## src/cc_pkg.sv

```systemverilog
/*
  Constants, types and state encoding for the connection detection
  state machine. Assumes one 250 MHz clock and comparator levels from the
  analog front end.
*/
// Summary of operation
// [RQ1] Source-only attaches via attach-wait source state
// [RQ2] Pull-down must hold debounce before source attach
// [RQ3] Attached source switches VBUS and VCONN on
// [RQ4] Simple USB 2.0 sink may skip wait
// [RQ5] Sink-only attaches when VBUS is present
// [RQ6] Dual-role unattached sink sees pull-up: wait
// [RQ7] Dual-role sink attaches after debounce plus VBUS
// [RQ8] Attached source sets Rp current advertisement
// [RQ9] Attached sink reports sensed vRd current level
// [RQ10] Source-only detach returns to unattached source
// [RQ11] Dual-role source detach goes to unattached sink
// [RQ12] Sink-only VBUS loss returns to unattached sink
// [RQ13] Dual-role sink VBUS loss resumes toggling
// [RQ14] Dual-role idle port toggles source and sink
// [RQ15] Dual-role unattached source sees pull-down: wait
// [RQ16] Source-preferring port tries source after debounce
// [RQ17] Try-source presents pull-up and waits
// [RQ18] Try-source sees pull-down: attach as source
// [RQ19] Source detach drops power, presents pull-down; source-only ports return to Unattached source with pull-up
// [RQ20] Sink-preferring port tries sink after debounce
// [RQ21] Try-sink presents pull-down and waits
// [RQ22] Try-sink sees VBUS: attach as sink
// [RQ23] Debounce counter restarts on any CC change
// [RQ24] Port type and preference sampled during reset
package cc_pkg;

  // ---------------------------------------------------------------------
  // Timing
  // ---------------------------------------------------------------------
  localparam int unsigned CLK_MHZ = 250;
  localparam int unsigned DEBOUNCE_US = 100;
  localparam int unsigned DEBOUNCE_CYC = DEBOUNCE_US * CLK_MHZ;
  localparam int unsigned TOGGLE_US = 50;
  localparam int unsigned TOGGLE_CYC = TOGGLE_US * CLK_MHZ;
  localparam int unsigned TRY_US = 150;
  localparam int unsigned TRY_CYC = TRY_US * CLK_MHZ;

  // ---------------------------------------------------------------------
  // Encodings
  // ---------------------------------------------------------------------
  localparam logic [1:0] PORT_SRC = 2'h0;
  localparam logic [1:0] PORT_SNK = 2'h1;
  localparam logic [1:0] PORT_DRP = 2'h2;
  localparam logic [1:0] PREF_NONE = 2'h0;
  localparam logic [1:0] PREF_SRC = 2'h1;
  localparam logic [1:0] PREF_SNK = 2'h2;
  localparam logic [1:0] TERM_OPEN = 2'h0;
  localparam logic [1:0] TERM_RP = 2'h1;
  localparam logic [1:0] TERM_RD = 2'h2;

  typedef enum logic [3:0] {
    ST_UNATT_SRC,
    ST_WAIT_SRC,
    ST_ATT_SRC,
    ST_UNATT_SNK,
    ST_WAIT_SNK,
    ST_ATT_SNK,
    ST_TRY_SRC,
    ST_TRY_SNK
  } cc_state_t;

  typedef struct packed {
    logic [1:0] port_type;
    logic [1:0] pref;
    logic skip_wait;
  } cfg_t;

  typedef struct packed {
    logic [1:0] cc_rd;
    logic [1:0] cc_rp;
    logic vbus;
  } sense_t;

endpackage : cc_pkg
```

## src/cc_attach_detach_fsm.sv

```systemverilog
/*
  Connection detection state machine for a reversible connector port.
  Assumes CC comparator and VBUS level inputs arrive asynchronously from
  the analog front end; configuration straps are steady during reset.
*/
module cc_attach_detach_fsm #(
  parameter int unsigned DEBOUNCE_CYC = cc_pkg::DEBOUNCE_CYC,
  parameter int unsigned TOGGLE_CYC = cc_pkg::TOGGLE_CYC,
  parameter int unsigned TRY_CYC = cc_pkg::TRY_CYC,
  parameter logic [1:0] RP_LEVEL = 2'h1
) (
  input wire logic mclk,
  input wire logic resetn,
  input wire cc_pkg::cfg_t cfg_in,
  input wire cc_pkg::sense_t sense_in,
  input wire logic [1:0] vrd_level,
  output logic [1:0] cc_term,
  output logic [1:0] rp_adv,
  output logic [1:0] snk_current,
  output logic vbus_en,
  output logic vconn_en,
  output logic attached,
  output cc_pkg::cc_state_t state
);

  // ---------------------------------------------------------------------
  // Parameter checks
  // ---------------------------------------------------------------------
  // The counters are 24 bits wide, so longer intervals cannot be served.
  if (DEBOUNCE_CYC < 2 || DEBOUNCE_CYC > 32'h00FFFFFF ||
      TOGGLE_CYC < 2 || TOGGLE_CYC > 32'h00FFFFFF ||
      TRY_CYC < 2 || TRY_CYC > 32'h00FFFFFF) begin : g_bad_cycles
    $error("cycle count parameter out of range");
  end

  // ---------------------------------------------------------------------
  // State
  // ---------------------------------------------------------------------
  typedef struct packed {
    cc_pkg::sense_t s1;
    cc_pkg::sense_t s2;
    logic [1:0] vrd1;
    logic [1:0] vrd2;
    logic cfg_done;
    cc_pkg::cfg_t cfg;
    cc_pkg::cc_state_t st;
    logic [23:0] cnt;
    logic [1:0] cc_last;
    logic [23:0] tcnt;
    logic [1:0] term;
    logic [1:0] rp;
    logic [1:0] cur;
    logic vbus_on;
    logic vconn_on;
    logic att;
  } regs_t;

  regs_t r_ff;
  regs_t nxt_r;

  function automatic logic any2(input logic [1:0] v);
    return |v;
  endfunction : any2

  // Initial state for the port type; idle dual-role ports start as sink.
  function automatic cc_pkg::cc_state_t home(input logic [1:0] t);
    return (t == cc_pkg::PORT_SRC) ? cc_pkg::ST_UNATT_SRC :
                                     cc_pkg::ST_UNATT_SNK;
  endfunction : home

  cc_pkg::cfg_t cfg_ff;
  logic rd_seen;
  logic rp_seen;
  logic vb;
  logic is_drp;
  logic deb_done;
  logic cc_chg;

  always_comb begin
    nxt_r = r_ff;
    rd_seen = any2(r_ff.s2.cc_rd);
    rp_seen = any2(r_ff.s2.cc_rp);
    vb = r_ff.s2.vbus;
    is_drp = r_ff.cfg.port_type == cc_pkg::PORT_DRP;
    cc_chg = r_ff.term == cc_pkg::TERM_RP ?
             (r_ff.s2.cc_rd != r_ff.cc_last) :
             (r_ff.s2.cc_rp != r_ff.cc_last);
    deb_done = r_ff.cnt >= 24'(DEBOUNCE_CYC - 1);
    nxt_r.s1 = sense_in;
    nxt_r.s2 = r_ff.s1;
    nxt_r.vrd1 = vrd_level;
    nxt_r.vrd2 = r_ff.vrd1;
    nxt_r.cc_last = (r_ff.term == cc_pkg::TERM_RP) ?
                    r_ff.s2.cc_rd : r_ff.s2.cc_rp;
    // Debounce restarts on any CC change. [RQ23]
    if (cc_chg) begin
      nxt_r.cnt = '0;
    end else if (!deb_done) begin
      nxt_r.cnt = r_ff.cnt + 24'h000001;
    end
    nxt_r.tcnt = r_ff.tcnt + 24'h000001;
    if (!r_ff.cfg_done) begin
      // Straps were caught while in reset; the first edge enters home.
      nxt_r.cfg_done = 1'b1;
      nxt_r.cfg = cfg_ff;
      nxt_r.st = home(cfg_ff.port_type);
      nxt_r.tcnt = '0;
    end else begin
      case (r_ff.st)
        cc_pkg::ST_UNATT_SRC: begin
          if (rd_seen) begin
            nxt_r.st = cc_pkg::ST_WAIT_SRC; // [RQ1] [RQ15]
            nxt_r.cnt = '0;
          end else if (is_drp &&
                       r_ff.tcnt >= 24'(TOGGLE_CYC - 1)) begin
            nxt_r.st = cc_pkg::ST_UNATT_SNK; // [RQ14]
            nxt_r.tcnt = '0;
          end
        end
        cc_pkg::ST_WAIT_SRC: begin
          if (!rd_seen) begin
            nxt_r.st = home(r_ff.cfg.port_type);
            nxt_r.tcnt = '0;
          end else if (deb_done && !cc_chg) begin
            if (is_drp && r_ff.cfg.pref == cc_pkg::PREF_SNK) begin
              nxt_r.st = cc_pkg::ST_TRY_SNK; // [RQ20]
            end else begin
              nxt_r.st = cc_pkg::ST_ATT_SRC; // [RQ2]
            end
            nxt_r.tcnt = '0;
          end
        end
        cc_pkg::ST_ATT_SRC: begin
          if (!rd_seen) begin
            // Dual-role ports fall back to sink and toggle again.
            nxt_r.st = is_drp ? cc_pkg::ST_UNATT_SNK : // [RQ11] [RQ19]
                       cc_pkg::ST_UNATT_SRC; // [RQ10]
            nxt_r.tcnt = '0;
          end
        end
        cc_pkg::ST_UNATT_SNK: begin
          if (r_ff.cfg.port_type == cc_pkg::PORT_SNK &&
              r_ff.cfg.skip_wait && vb) begin
            nxt_r.st = cc_pkg::ST_ATT_SNK; // [RQ4]
          end else if (rp_seen) begin
            nxt_r.st = cc_pkg::ST_WAIT_SNK; // [RQ6]
            nxt_r.cnt = '0;
          end else if (is_drp &&
                       r_ff.tcnt >= 24'(TOGGLE_CYC - 1)) begin
            nxt_r.st = cc_pkg::ST_UNATT_SRC; // [RQ14]
            nxt_r.tcnt = '0;
          end
        end
        cc_pkg::ST_WAIT_SNK: begin
          if (!rp_seen && !vb) begin
            nxt_r.st = is_drp ? cc_pkg::ST_UNATT_SRC :
                       cc_pkg::ST_UNATT_SNK;
            nxt_r.tcnt = '0;
          end else if (!is_drp && vb) begin
            nxt_r.st = cc_pkg::ST_ATT_SNK; // [RQ5]
          end else if (deb_done && vb) begin
            if (r_ff.cfg.pref == cc_pkg::PREF_SRC) begin
              nxt_r.st = cc_pkg::ST_TRY_SRC; // [RQ16]
              nxt_r.tcnt = '0;
            end else begin
              nxt_r.st = cc_pkg::ST_ATT_SNK; // [RQ7]
            end
          end
        end
        cc_pkg::ST_ATT_SNK: begin
          if (!vb) begin
            nxt_r.st = cc_pkg::ST_UNATT_SNK; // [RQ12] [RQ13]
            nxt_r.tcnt = '0;
          end
        end
        cc_pkg::ST_TRY_SRC: begin
          // Bounded wait so a stubborn partner cannot hang the port.
          if (rd_seen) begin
            nxt_r.st = cc_pkg::ST_ATT_SRC; // [RQ18]
          end else if (r_ff.tcnt >= 24'(TRY_CYC - 1)) begin
            nxt_r.st = cc_pkg::ST_UNATT_SNK;
            nxt_r.tcnt = '0;
          end
        end
        cc_pkg::ST_TRY_SNK: begin
          if (vb) begin
            nxt_r.st = cc_pkg::ST_ATT_SNK; // [RQ22]
          end else if (r_ff.tcnt >= 24'(TRY_CYC - 1)) begin
            nxt_r.st = cc_pkg::ST_UNATT_SRC;
            nxt_r.tcnt = '0;
          end
        end
        default: begin
          nxt_r.st = home(r_ff.cfg.port_type);
        end
      endcase
    end
    // Outputs follow the next state so they register with it.
    case (nxt_r.st)
      cc_pkg::ST_UNATT_SRC,
      cc_pkg::ST_WAIT_SRC,
      cc_pkg::ST_ATT_SRC,
      cc_pkg::ST_TRY_SRC: nxt_r.term = cc_pkg::TERM_RP; // [RQ17]
      default: nxt_r.term = cc_pkg::TERM_RD; // [RQ19] [RQ21]
    endcase
    nxt_r.vbus_on = nxt_r.st == cc_pkg::ST_ATT_SRC; // [RQ3] [RQ18]
    nxt_r.vconn_on = nxt_r.st == cc_pkg::ST_ATT_SRC; // [RQ3]
    nxt_r.att = nxt_r.st == cc_pkg::ST_ATT_SRC ||
                nxt_r.st == cc_pkg::ST_ATT_SNK;
    nxt_r.rp = (nxt_r.st == cc_pkg::ST_ATT_SRC) ? RP_LEVEL : 2'h0; // [RQ8]
    nxt_r.cur = (nxt_r.st == cc_pkg::ST_ATT_SNK) ? r_ff.vrd2 : 2'h0; // [RQ9]
  end

  always_ff @(posedge mclk or negedge resetn) begin
    if (!resetn) begin
      r_ff <= '0;
      r_ff.st <= cc_pkg::ST_UNATT_SNK;
      r_ff.term <= cc_pkg::TERM_OPEN;
    end else begin
      r_ff <= nxt_r;
    end
  end

  // Straps are caught on clocks seen while reset is held. [RQ24]
  always_ff @(posedge mclk) begin
    if (!resetn) begin
      cfg_ff <= cfg_in;
    end
  end

  assign cc_term = r_ff.term;
  assign rp_adv = r_ff.rp;
  assign snk_current = r_ff.cur;
  assign vbus_en = r_ff.vbus_on;
  assign vconn_en = r_ff.vconn_on;
  assign attached = r_ff.att;
  assign state = r_ff.st;
endmodule : cc_attach_detach_fsm

```

## config.mk

```make
export PLATFORM = sky130hd
export DESIGN_NAME = cc_attach_detach_fsm
export DESIGN_NICKNAME = d
export VERILOG_FILES = /design/src/cc_pkg.sv /design/src/cc_attach_detach_fsm.sv
export SDC_FILE = /design/constraint.sdc
export NUM_CORES = 1
export LEC_CHECK = 0
export BUFFER_PORTS_ARGS = -buffer_cell sky130_fd_sc_hd__buf_2
export CAP_MARGIN = 20
export CORE_MARGIN = 5
export CORE_UTILIZATION = 54
export DETAILED_ROUTE_END_ITERATION = 12
export PLACE_DENSITY = 0.75
export SYNTH_ARGS = -nofsm -noshare
export SYNTH_HDL_FRONTEND = slang
export SYNTH_SLANG_ARGS = --single-unit
```

## constraint.sdc

```tcl
create_clock -name mclk -period 2.75 [get_ports mclk]
set_input_delay 0.55 -clock mclk [delete_from_list [all_inputs] [get_ports mclk]]
set_output_delay 0.55 -clock mclk [all_outputs]
set_load 0.03 [all_outputs]
```

==> impl_metrics.xml, run 1 <==
<?xml version="1.0" encoding="UTF-8"?>
<metrics>
  <group name="outcome">
    <metric name="run_status" unit="">finished clean</metric>
  </group>
  <group name="placed_design">
    <metric name="dp.final_hpwl" unit="um">5860</metric>
    <metric name="post-place-ws" unit="ns">-0.101</metric>
    <metric name="placed_cells_incl_taps" unit="">525</metric>
    <metric name="gp_congestion" unit="">0.942</metric>
    <metric name="port_buffers" unit="">25</metric>
  </group>
  <group name="detailed_routing">
    <metric name="drt-initial-drc-count" unit="">266</metric>
    <metric name="num_vias" unit="">3018</metric>
    <metric name="detail_route.wirelength" unit="um">8300</metric>
    <metric name="wire_per_inst" unit="um">15.3</metric>
    <metric name="detail-route-antenna-nets" unit="">0</metric>
    <metric name="remaining_drc_errors" unit="">0</metric>
    <metric name="drt_pass1_iterations" unit="">6</metric>
    <metric name="vias_per_cell" unit="">5.57</metric>
  </group>
  <group name="worst_setup_path">
    <metric name="slowest_stage" unit="">or4_4</metric>
    <metric name="critical_path_buf_inv_count" unit="">1</metric>
    <metric name="critical_path.startpoint_type" unit="">register</metric>
    <metric name="endpoint_kind" unit="">register</metric>
    <metric name="crit_family" unit="">simple AND/OR/NAND/NOR gates</metric>
    <metric name="crit_path_max_incr_delay" unit="ns">0.54</metric>
    <metric name="timing.setup.critical_path_class" unit="">reg -&gt; reg</metric>
    <metric name="worst-endpoint-required" unit="ns">3.04</metric>
    <metric name="timing.critical_path.fanout_max" unit="">5</metric>
    <metric name="critPathArrivalTime" unit="ns">3.02</metric>
    <metric name="critical_path.cell_chain" unit="">or4_4 -&gt; or3_4 -&gt; o211a_4 -&gt; o2bb2ai_1 -&gt; o211a_1 -&gt; o311ai_4 -&gt; buf_4 -&gt; nand3b_1 -&gt; nor2_1</metric>
  </group>
  <group name="die">
    <metric name="dieWidth" unit="um">97.2</metric>
    <metric name="die_y" unit="um">97.2</metric>
    <metric name="design.portCount" unit="">27</metric>
    <metric name="core_region_area" unit="sq mm">0.00733</metric>
    <metric name="fp-row-count" unit="">31</metric>
    <metric name="floorplan.die_area" unit="sq mm">0.00945</metric>
    <metric name="starting_density_of_the_core" unit="%">56.0</metric>
  </group>
  <group name="clock_network">
    <metric name="clock_root_buffer" unit="">clkbuf_8</metric>
    <metric name="clock_tree_from_tritoncts" unit="">done</metric>
    <metric name="clock_path_buffers" unit="">2</metric>
    <metric name="number_of_buffers_inserted_for_hold_repair_after_clock_tree_synthesis" unit="">0</metric>
    <metric name="reg_clk_slew_reported_paths" unit="ns">0.09</metric>
    <metric name="cts_htree_levels" unit="">3</metric>
    <metric name="number_of_sinks_handled_by_clock_tree_synthesis" unit="">85</metric>
    <metric name="clock_insertion_delay_worst_skew" unit="ns">0.36</metric>
    <metric name="cts_made_buffers" unit="">9</metric>
  </group>
  <group name="yosys">
    <metric name="ys_seq_area_share" unit="%">52.5</metric>
    <metric name="synth-edff-count" unit="">5</metric>
    <metric name="synthCells" unit="">401</metric>
    <metric name="yosys.area.top_type" unit="">dfrtp_1</metric>
    <metric name="synth_ff_type" unit="">dfrtp_1</metric>
    <metric name="synth_async_sr_flop_share" unit="%">94.1</metric>
    <metric name="post-synth-top-area-fraction" unit="%">47.5</metric>
    <metric name="synth.yosys.warnings" unit="">0</metric>
    <metric name="register_bit_count_reported_by_yosys" unit="">85</metric>
    <metric name="synth.cell_area" unit="sq mm">0.00411</metric>
    <metric name="yosys.cell_types.count" unit="">58</metric>
    <metric name="synth.avg_cell_area" unit="sq um">10.2</metric>
    <metric name="synth.area.top_cells" unit="">dfrtp_1 (48%), nor2_1 (6.9%), xor2_1 (5.5%)</metric>
  </group>
  <group name="final_layout">
    <metric name="layout.nets" unit="">454</metric>
    <metric name="fin_util" unit="%">64.1</metric>
    <metric name="antenna_cells_inserted" unit="">0</metric>
    <metric name="ratio_of_cells_with_drive_above_1_in_the_final_layout" unit="%">21.2</metric>
    <metric name="syn_to_final_growth" unit="%">14.4</metric>
    <metric name="finalNonFillerCells" unit="">542</metric>
  </group>
  <group name="sta">
    <metric name="final_min_period_over_clock_period" unit="%">99.3</metric>
    <metric name="worst_slew_pin_slew" unit="ns">0.630</metric>
    <metric name="fin_skew" unit="ns">0.0112</metric>
    <metric name="final_hold_viol_count" unit="">0</metric>
    <metric name="setup_viol" unit="">0</metric>
    <metric name="timing.fmax" unit="GHz">0.366</metric>
    <metric name="timing.final.ws_setup" unit="ns">0.0184</metric>
    <metric name="hold-worst-slack" unit="ns">0.114</metric>
    <metric name="report.final.slew_viol_count" unit="">0</metric>
    <metric name="rsz0062_at_grt" unit="">yes</metric>
    <metric name="min_period" unit="ns">2.73</metric>
    <metric name="slew-limit-headroom" unit="%">57.5</metric>
  </group>
  <group name="hold_path">
    <metric name="min-delay-path-class" unit="">in -&gt; async</metric>
  </group>
  <group name="global_route">
    <metric name="wire_length_of_the_first_global_routing_pass" unit="um">14000</metric>
    <metric name="globalRouteOverflowTotal" unit="">0</metric>
    <metric name="grt_max_degree" unit="">34</metric>
    <metric name="grt_usage" unit="%">18.2</metric>
    <metric name="grt_pass1_vias" unit="">2934</metric>
    <metric name="initial_antenna_violation_count" unit="">0</metric>
  </group>
  <group name="flow_run">
    <metric name="drv.max_cap_violation_count" unit="">0</metric>
  </group>
  <group name="pwr">
    <metric name="leakagePower" unit="uW">0.00212</metric>
    <metric name="power_per_cell_area" unit="mW/mm^2">568</metric>
    <metric name="ir_drop_worst_case_vdd" unit="mV">0.349</metric>
  </group>
</metrics>
## synthesized netlist by cell type, types with 2 or more instances
cell and number:
clkbuf_1 8, nor2b_1 3, o211a_1 3, nor2_1 75, dfrtp_1 78, nand3b_1 3, o311ai_0 4, xnor2_1 11
conb_1 2, nor4_1 5, buf_4 11, inv_1 12, nand2_1 28, or4_1 2, or3_1 2, o31ai_1 2
or2_2 2, xor2_1 26, nor3_1 7, o21ai_0 8, dfstp_2 2, nand2b_1 2, a31oi_1 3, and4_1 2
nand4_1 9, nand4b_1 2, nand3_1 17, and2_1 2, a211o_1 3, buf_6 3, edfxtp_1 5, mux2i_1 3
nor4b_1 2, mux2_2 8, a21oi_1 8, ha_1 2, and3_1 15
## through the flow
stage | cell area (sq um) | setup TNS (ns) | total power, uW
2_1_floorplan | 4110 | 0 | 1600
3_3_place_gp | 4390 | -0.0179 | 1690
3_5_place_dp | 4390 | -0.418 | 1700
4_1_cts | 4630 | 0 | 2680
5_1_grt | 4700 | -1.35 | 2800
6_report | 4700 | 0 | 2670
## report_power, final
group	internal (uW)	switching [uW]	leakage [uW]
Combinational	121	207	0.000914
Clock	514	462	0.000106
Sequential	1310	47.1	0.00110
## state kept, by name (all words and copies together) (netlist names)
register     count
rp_adv           1
vb               1
nxt_r            7
cfg_ff           5
attached         1
r_ff            62
cc_term          2
snk_current      2
state            4
## area by class of cell
type,instances,area [sq um]
fillers,608,2640
multi-input cells,282,1830
flip-flops and latches,85,2150
repair buffers,48,320
clock inverters,7,97.6
well taps,99,124
clock buffers,9,124
inverters,12,45.0
## worst paths after layout
kind | endpoint | slack [ns] | cells after the start | start
hold / removal | r_ff[44] | 0.11 | 1 | resetn
setup reg to reg | snk_current[0] | 0.02 | 9 | r_ff[47]
max in group asynchronous | r_ff[23] | 1.88 | 2 | resetn
min in group mclk | nxt_r[74] | 0.29 | 1 | sense_in[1]
setup / recovery | snk_current[0] | 0.02 | 9 | r_ff[47]
hold reg to reg | r_ff[75] | 0.35 | 0 | nxt_r[75]
## metal layers
metal  share of wire (%)  global-route usage, %  vias up
met5                   0                      0        -
met4                 1.4                   5.94        0
met3                 6.8                   4.81       14
met2                  47                   28.0       99
met1                  45                   25.2     1451
li1                    -                      -     1454
## cell usage in the layout (no fill, tap or decap), types with 3 or more instances in the layout
master,instances
dfrtp_1,78
nor2_1,75
nand2_1,28
xor2_1,26
buf_2,24
buf_4,21
nand3_1,17
and3_1,15
inv_1,12
xnor2_1,11
nand4_1,9
clkbuf_8,9
mux2_2,8
o21ai_0,8
a21oi_1,6
nor3_1,6
edfxtp_1,5
nor4_1,4
o311ai_0,3
nor2b_1,3
nand3b_1,3
a211o_1,3
a21oi_2,3
mux2i_1,3
conb_1,3
## kinds of logic after synthesis
kind of cell | Yosys count | share of synthesized area [%]
mux | 11 | 2.93
simple gates | 180 | 21.2
compound gates | 49 | 9.94
buf+inv | 35 | 4.75
xor+xnor | 37 | 7.89
other cells | 2 | 0.183
flops | 85 | 52.5
fa+ha+maj | 2 | 0.609
## what timing repair did
item | in CTS | in global routing
setup endpoints to repair | 7 | 31
gates resized for setup | 4 | 12
pin swaps | 4 | 6
buffers inserted | 0 | 1
No activity file was read; power rests on OpenSTA's default activity.
==> inputs of run 2 (changes only) <==
==> constraint.sdc (replaced) <==
create_clock -name mclk -period 2.75 [get_ports mclk]
set_input_delay 0.1375 -clock mclk [delete_from_list [all_inputs] [get_ports mclk]]
set_output_delay 0.1375 -clock mclk [all_outputs]
set_load 0.03 [all_outputs]
==> run 2 against run 1 <==
Compared with the run above: critical path type unchanged; sequential share of layout area fell by 0.98 points; sequential power barely moved; routed wire length rose by 1.6%; global-route usage rose by 0.078 points; clock skew fell by 0.0030 ns; core utilization rose by 1.4 points; final area rose by 2.2%; worst hold slack improved by 0.14 ns; cell count rose by 2.6%; the flow now finishes with violations (negative setup slack); critical endpoint is now attached; worst setup slack got worse by 0.042 ns.
==> impl_metrics.xml, run 2 (synthesis results as in run 1) <==
<?xml version="1.0" encoding="UTF-8"?>
<metrics>
  <group name="worst_setup_path">
    <metric name="endpoint_kind" unit="">register</metric>
    <metric name="setup.worst_path.start" unit="">r_ff[47]</metric>
    <metric name="r2r_setup_slk" unit="ns">-0.02</metric>
    <metric name="worstSetupEndpoint" unit="">attached</metric>
    <metric name="worst-endpoint-required" unit="ns">3.00</metric>
    <metric name="critPathArrivalTime" unit="ns">3.03</metric>
    <metric name="slowest_stage" unit="">or4_4</metric>
    <metric name="timing.setup.critical_path_class" unit="">reg -&gt; reg</metric>
    <metric name="critical_path.startpoint_type" unit="">register</metric>
    <metric name="timing.rr.start" unit="">r_ff[47]</metric>
    <metric name="reg2reg_depth" unit="">10</metric>
    <metric name="cpMostUsedCell" unit="">buf_4</metric>
    <metric name="crit_path_max_incr_delay" unit="ns">0.54</metric>
    <metric name="critical_path.cell_chain" unit="">or4_4 -&gt; or3_1 -&gt; o211a_4 -&gt; buf_4 -&gt; nor2_2 -&gt; o211a_1 -&gt; o311ai_4 -&gt; buf_4 -&gt; buf_4 -&gt; o31ai_2</metric>
    <metric name="timing.critical_path.fanout_max" unit="">5</metric>
    <metric name="rr_endpoint" unit="">attached</metric>
  </group>
  <group name="sta">
    <metric name="setup_viol" unit="">2</metric>
    <metric name="report.final.slew_viol_count" unit="">0</metric>
    <metric name="rsz0062_at_grt" unit="">yes</metric>
    <metric name="worst_slew_pin_slew" unit="ns">0.624</metric>
    <metric name="timing.final.ws_setup" unit="ns">-0.0239</metric>
    <metric name="final_min_period_over_clock_period" unit="%">101</metric>
    <metric name="slew-limit-headroom" unit="%">57.9</metric>
    <metric name="fin_skew" unit="ns">0.00825</metric>
    <metric name="min_period" unit="ns">2.77</metric>
    <metric name="final_hold_viol_count" unit="">0</metric>
    <metric name="timing.fmax" unit="GHz">0.361</metric>
  </group>
  <group name="final_layout">
    <metric name="antenna_cells_inserted" unit="">0</metric>
    <metric name="largest_register_ffs" unit="">62</metric>
    <metric name="ratio_of_cells_with_drive_above_1_in_the_final_layout" unit="%">21.2</metric>
    <metric name="fillers" unit="">579</metric>
    <metric name="largest_register" unit="">r_ff</metric>
    <metric name="final_common_cell" unit="">dfrtp_1</metric>
    <metric name="layout.area.seq" unit="sq mm">0.00215</metric>
    <metric name="layout.nets" unit="">468</metric>
    <metric name="syn_to_final_growth" unit="%">16.9</metric>
    <metric name="mostFrequentLayoutCells" unit="">dfrtp_1 (78), nor2_1 (74), nand2_1 (28), xor2_1 (26)</metric>
    <metric name="multi_input_area" unit="sq mm">0.00182</metric>
  </group>
  <group name="placed_design">
    <metric name="dp.final_hpwl" unit="um">5860</metric>
    <metric name="post-place-ws" unit="ns">-0.0879</metric>
    <metric name="port_buffers" unit="">25</metric>
    <metric name="gp_congestion" unit="">0.947</metric>
  </group>
  <group name="pwr">
    <metric name="ir_drop_worst_case_vdd" unit="mV">0.377</metric>
    <metric name="power.switching_fraction" unit="%">26.2</metric>
    <metric name="share_of_total_power_in_sequential_cells" unit="%">52.5</metric>
    <metric name="comb_power_share" unit="%">13.2</metric>
    <metric name="netsw" unit="uW">681</metric>
    <metric name="power_per_cell_area" unit="mW/mm^2">540</metric>
    <metric name="design_power_total" unit="uW">2590</metric>
    <metric name="p_int" unit="uW">1910</metric>
    <metric name="p_clk_share" unit="%">34.3</metric>
    <metric name="leakagePower" unit="uW">0.00216</metric>
  </group>
  <group name="clock_network">
    <metric name="reg_clk_slew_reported_paths" unit="ns">0.08</metric>
    <metric name="cts_htree_levels" unit="">3</metric>
    <metric name="number_of_sinks_handled_by_clock_tree_synthesis" unit="">85</metric>
    <metric name="clock_root_buffer" unit="">clkbuf_8</metric>
    <metric name="clock_tree_from_tritoncts" unit="">done</metric>
    <metric name="clock_path_buffers" unit="">2</metric>
    <metric name="clock_insertion_delay_worst_skew" unit="ns">0.34</metric>
    <metric name="cts_made_buffers" unit="">9</metric>
  </group>
  <group name="hold_path">
    <metric name="min-delay-path-class" unit="">in -&gt; async</metric>
  </group>
  <group name="detailed_routing">
    <metric name="drt-initial-drc-count" unit="">183</metric>
    <metric name="wire_per_inst" unit="um">15.2</metric>
    <metric name="drt_pass1_iterations" unit="">4</metric>
    <metric name="vias_per_cell" unit="">5.41</metric>
    <metric name="detail-route-antenna-nets" unit="">0</metric>
    <metric name="remaining_drc_errors" unit="">0</metric>
    <metric name="detail_route.wirelength" unit="um">8430</metric>
    <metric name="num_vias" unit="">3010</metric>
  </group>
  <group name="die">
    <metric name="starting_density_of_the_core" unit="%">56.0</metric>
    <metric name="die_y" unit="um">97.2</metric>
    <metric name="design.portCount" unit="">27</metric>
    <metric name="core_region_area" unit="sq mm">0.00733</metric>
    <metric name="floorplan.die_area" unit="sq mm">0.00945</metric>
    <metric name="fp-row-count" unit="">31</metric>
    <metric name="dieWidth" unit="um">97.2</metric>
  </group>
  <group name="global_route">
    <metric name="globalRouteOverflowTotal" unit="">0</metric>
    <metric name="wire_length_of_the_first_global_routing_pass" unit="um">14200</metric>
    <metric name="grt_max_degree" unit="">34</metric>
    <metric name="initial_antenna_violation_count" unit="">0</metric>
    <metric name="grt_pass1_vias" unit="">3038</metric>
    <metric name="grt_usage" unit="%">18.3</metric>
  </group>
  <group name="outcome">
    <metric name="run_status" unit="">finished, violations left</metric>
    <metric name="violations" unit="">negative setup slack</metric>
  </group>
  <group name="flow_run">
    <metric name="drv.max_cap_violation_count" unit="">0</metric>
  </group>
</metrics>
-- run 2: changes by cell type in the layout (fill, tap and decap cells not counted), moves of 2 or more --
| cell | change |
|---|---|
| dlygate4sd3_1 | +13 |
| buf_4 | +3 |
| buf_6 | -2 |
| clkbuf_8 | +2 |
| nor4_2 | +2 |
-- run 2: area by class of cell --
cell class	instances	area share, %
flip-flops and latches	85	44.9
multi-input cells	282	38.0
repair buffers	62	9.39
clock buffers	12	3.23
well taps	99	2.58
clock inverters	4	0.991
inverters	12	0.939
-- run 2: what timing repair did --
action / CTS / global route
buffers inserted: 1 / 1
hold endpoints to repair: 38 / 0
hold buffers: 13 / 0
pin swaps: 6 / 4
gates resized for setup: 7 / 7
setup endpoints to repair: 31 / 31
-- run 2: how the worst min path moves through the flow --
stage | to | slack (ns) | startpoint | cells past startpoint
3_5_place_dp | r_ff[49] | 0.09 | resetn | 1
2_1_floorplan | attached | -0.16 | resetn | 0
4_1_cts | r_ff[49] | 0.26 | resetn | 2
6_report | r_ff[52] | 0.26 | resetn | 2
3_3_place_gp | r_ff[43] | 0.09 | resetn | 1
5_1_grt | r_ff[52] | 0.29 | resetn | 2
-- run 2: through the flow --
step | area (sq um) | util (%) | TNS, ns | hold WS (ns) | cells
2_1_floorplan | 4110 | - | 0 | -0.158 | 402
6_report | 4800 | 65.5 | -0.0268 | 0.259 | 556
5_1_grt | 4800 | 65.5 | -2.08 | 0.289 | 556
3_3_place_gp | 4390 | 59.9 | -0.0133 | 0.0890 | 525
3_5_place_dp | 4390 | 59.9 | -0.441 | 0.0943 | 525
4_1_cts | 4760 | 65.0 | -0.0365 | 0.257 | 555
-- run 2: critical path, delay by kind of cell, from the launching register on --
kind / cells / cell delay, ns
DFF: 1 / 0.39
and+or+nand+nor: 3 / 1.01
AOI/OAI and AO/OA: 4 / 0.79
buffers and inverters: 3 / 0.48
-- run 2: power by group through the flow --
stage               Combinational [uW]  Clock [uW]  Sequential, uW
global placement                   312           0            1380
CTS                                335         918            1360
floorplan                          231           0            1370
global route                       379         975            1370
detailed placement                 317           0            1390
finish                             342         889            1360
-- run 2: metal layers --
metal / GRT usage, % / up-vias / routed length (um)
met3: 4.67 / 10 / 394
met2: 30.0 / 66 / 4110
li1: - / 1487 / -
met4: 4.97 / 0 / 84
met1: 24.2 / 1447 / 3840
met5: 0 / - / 0
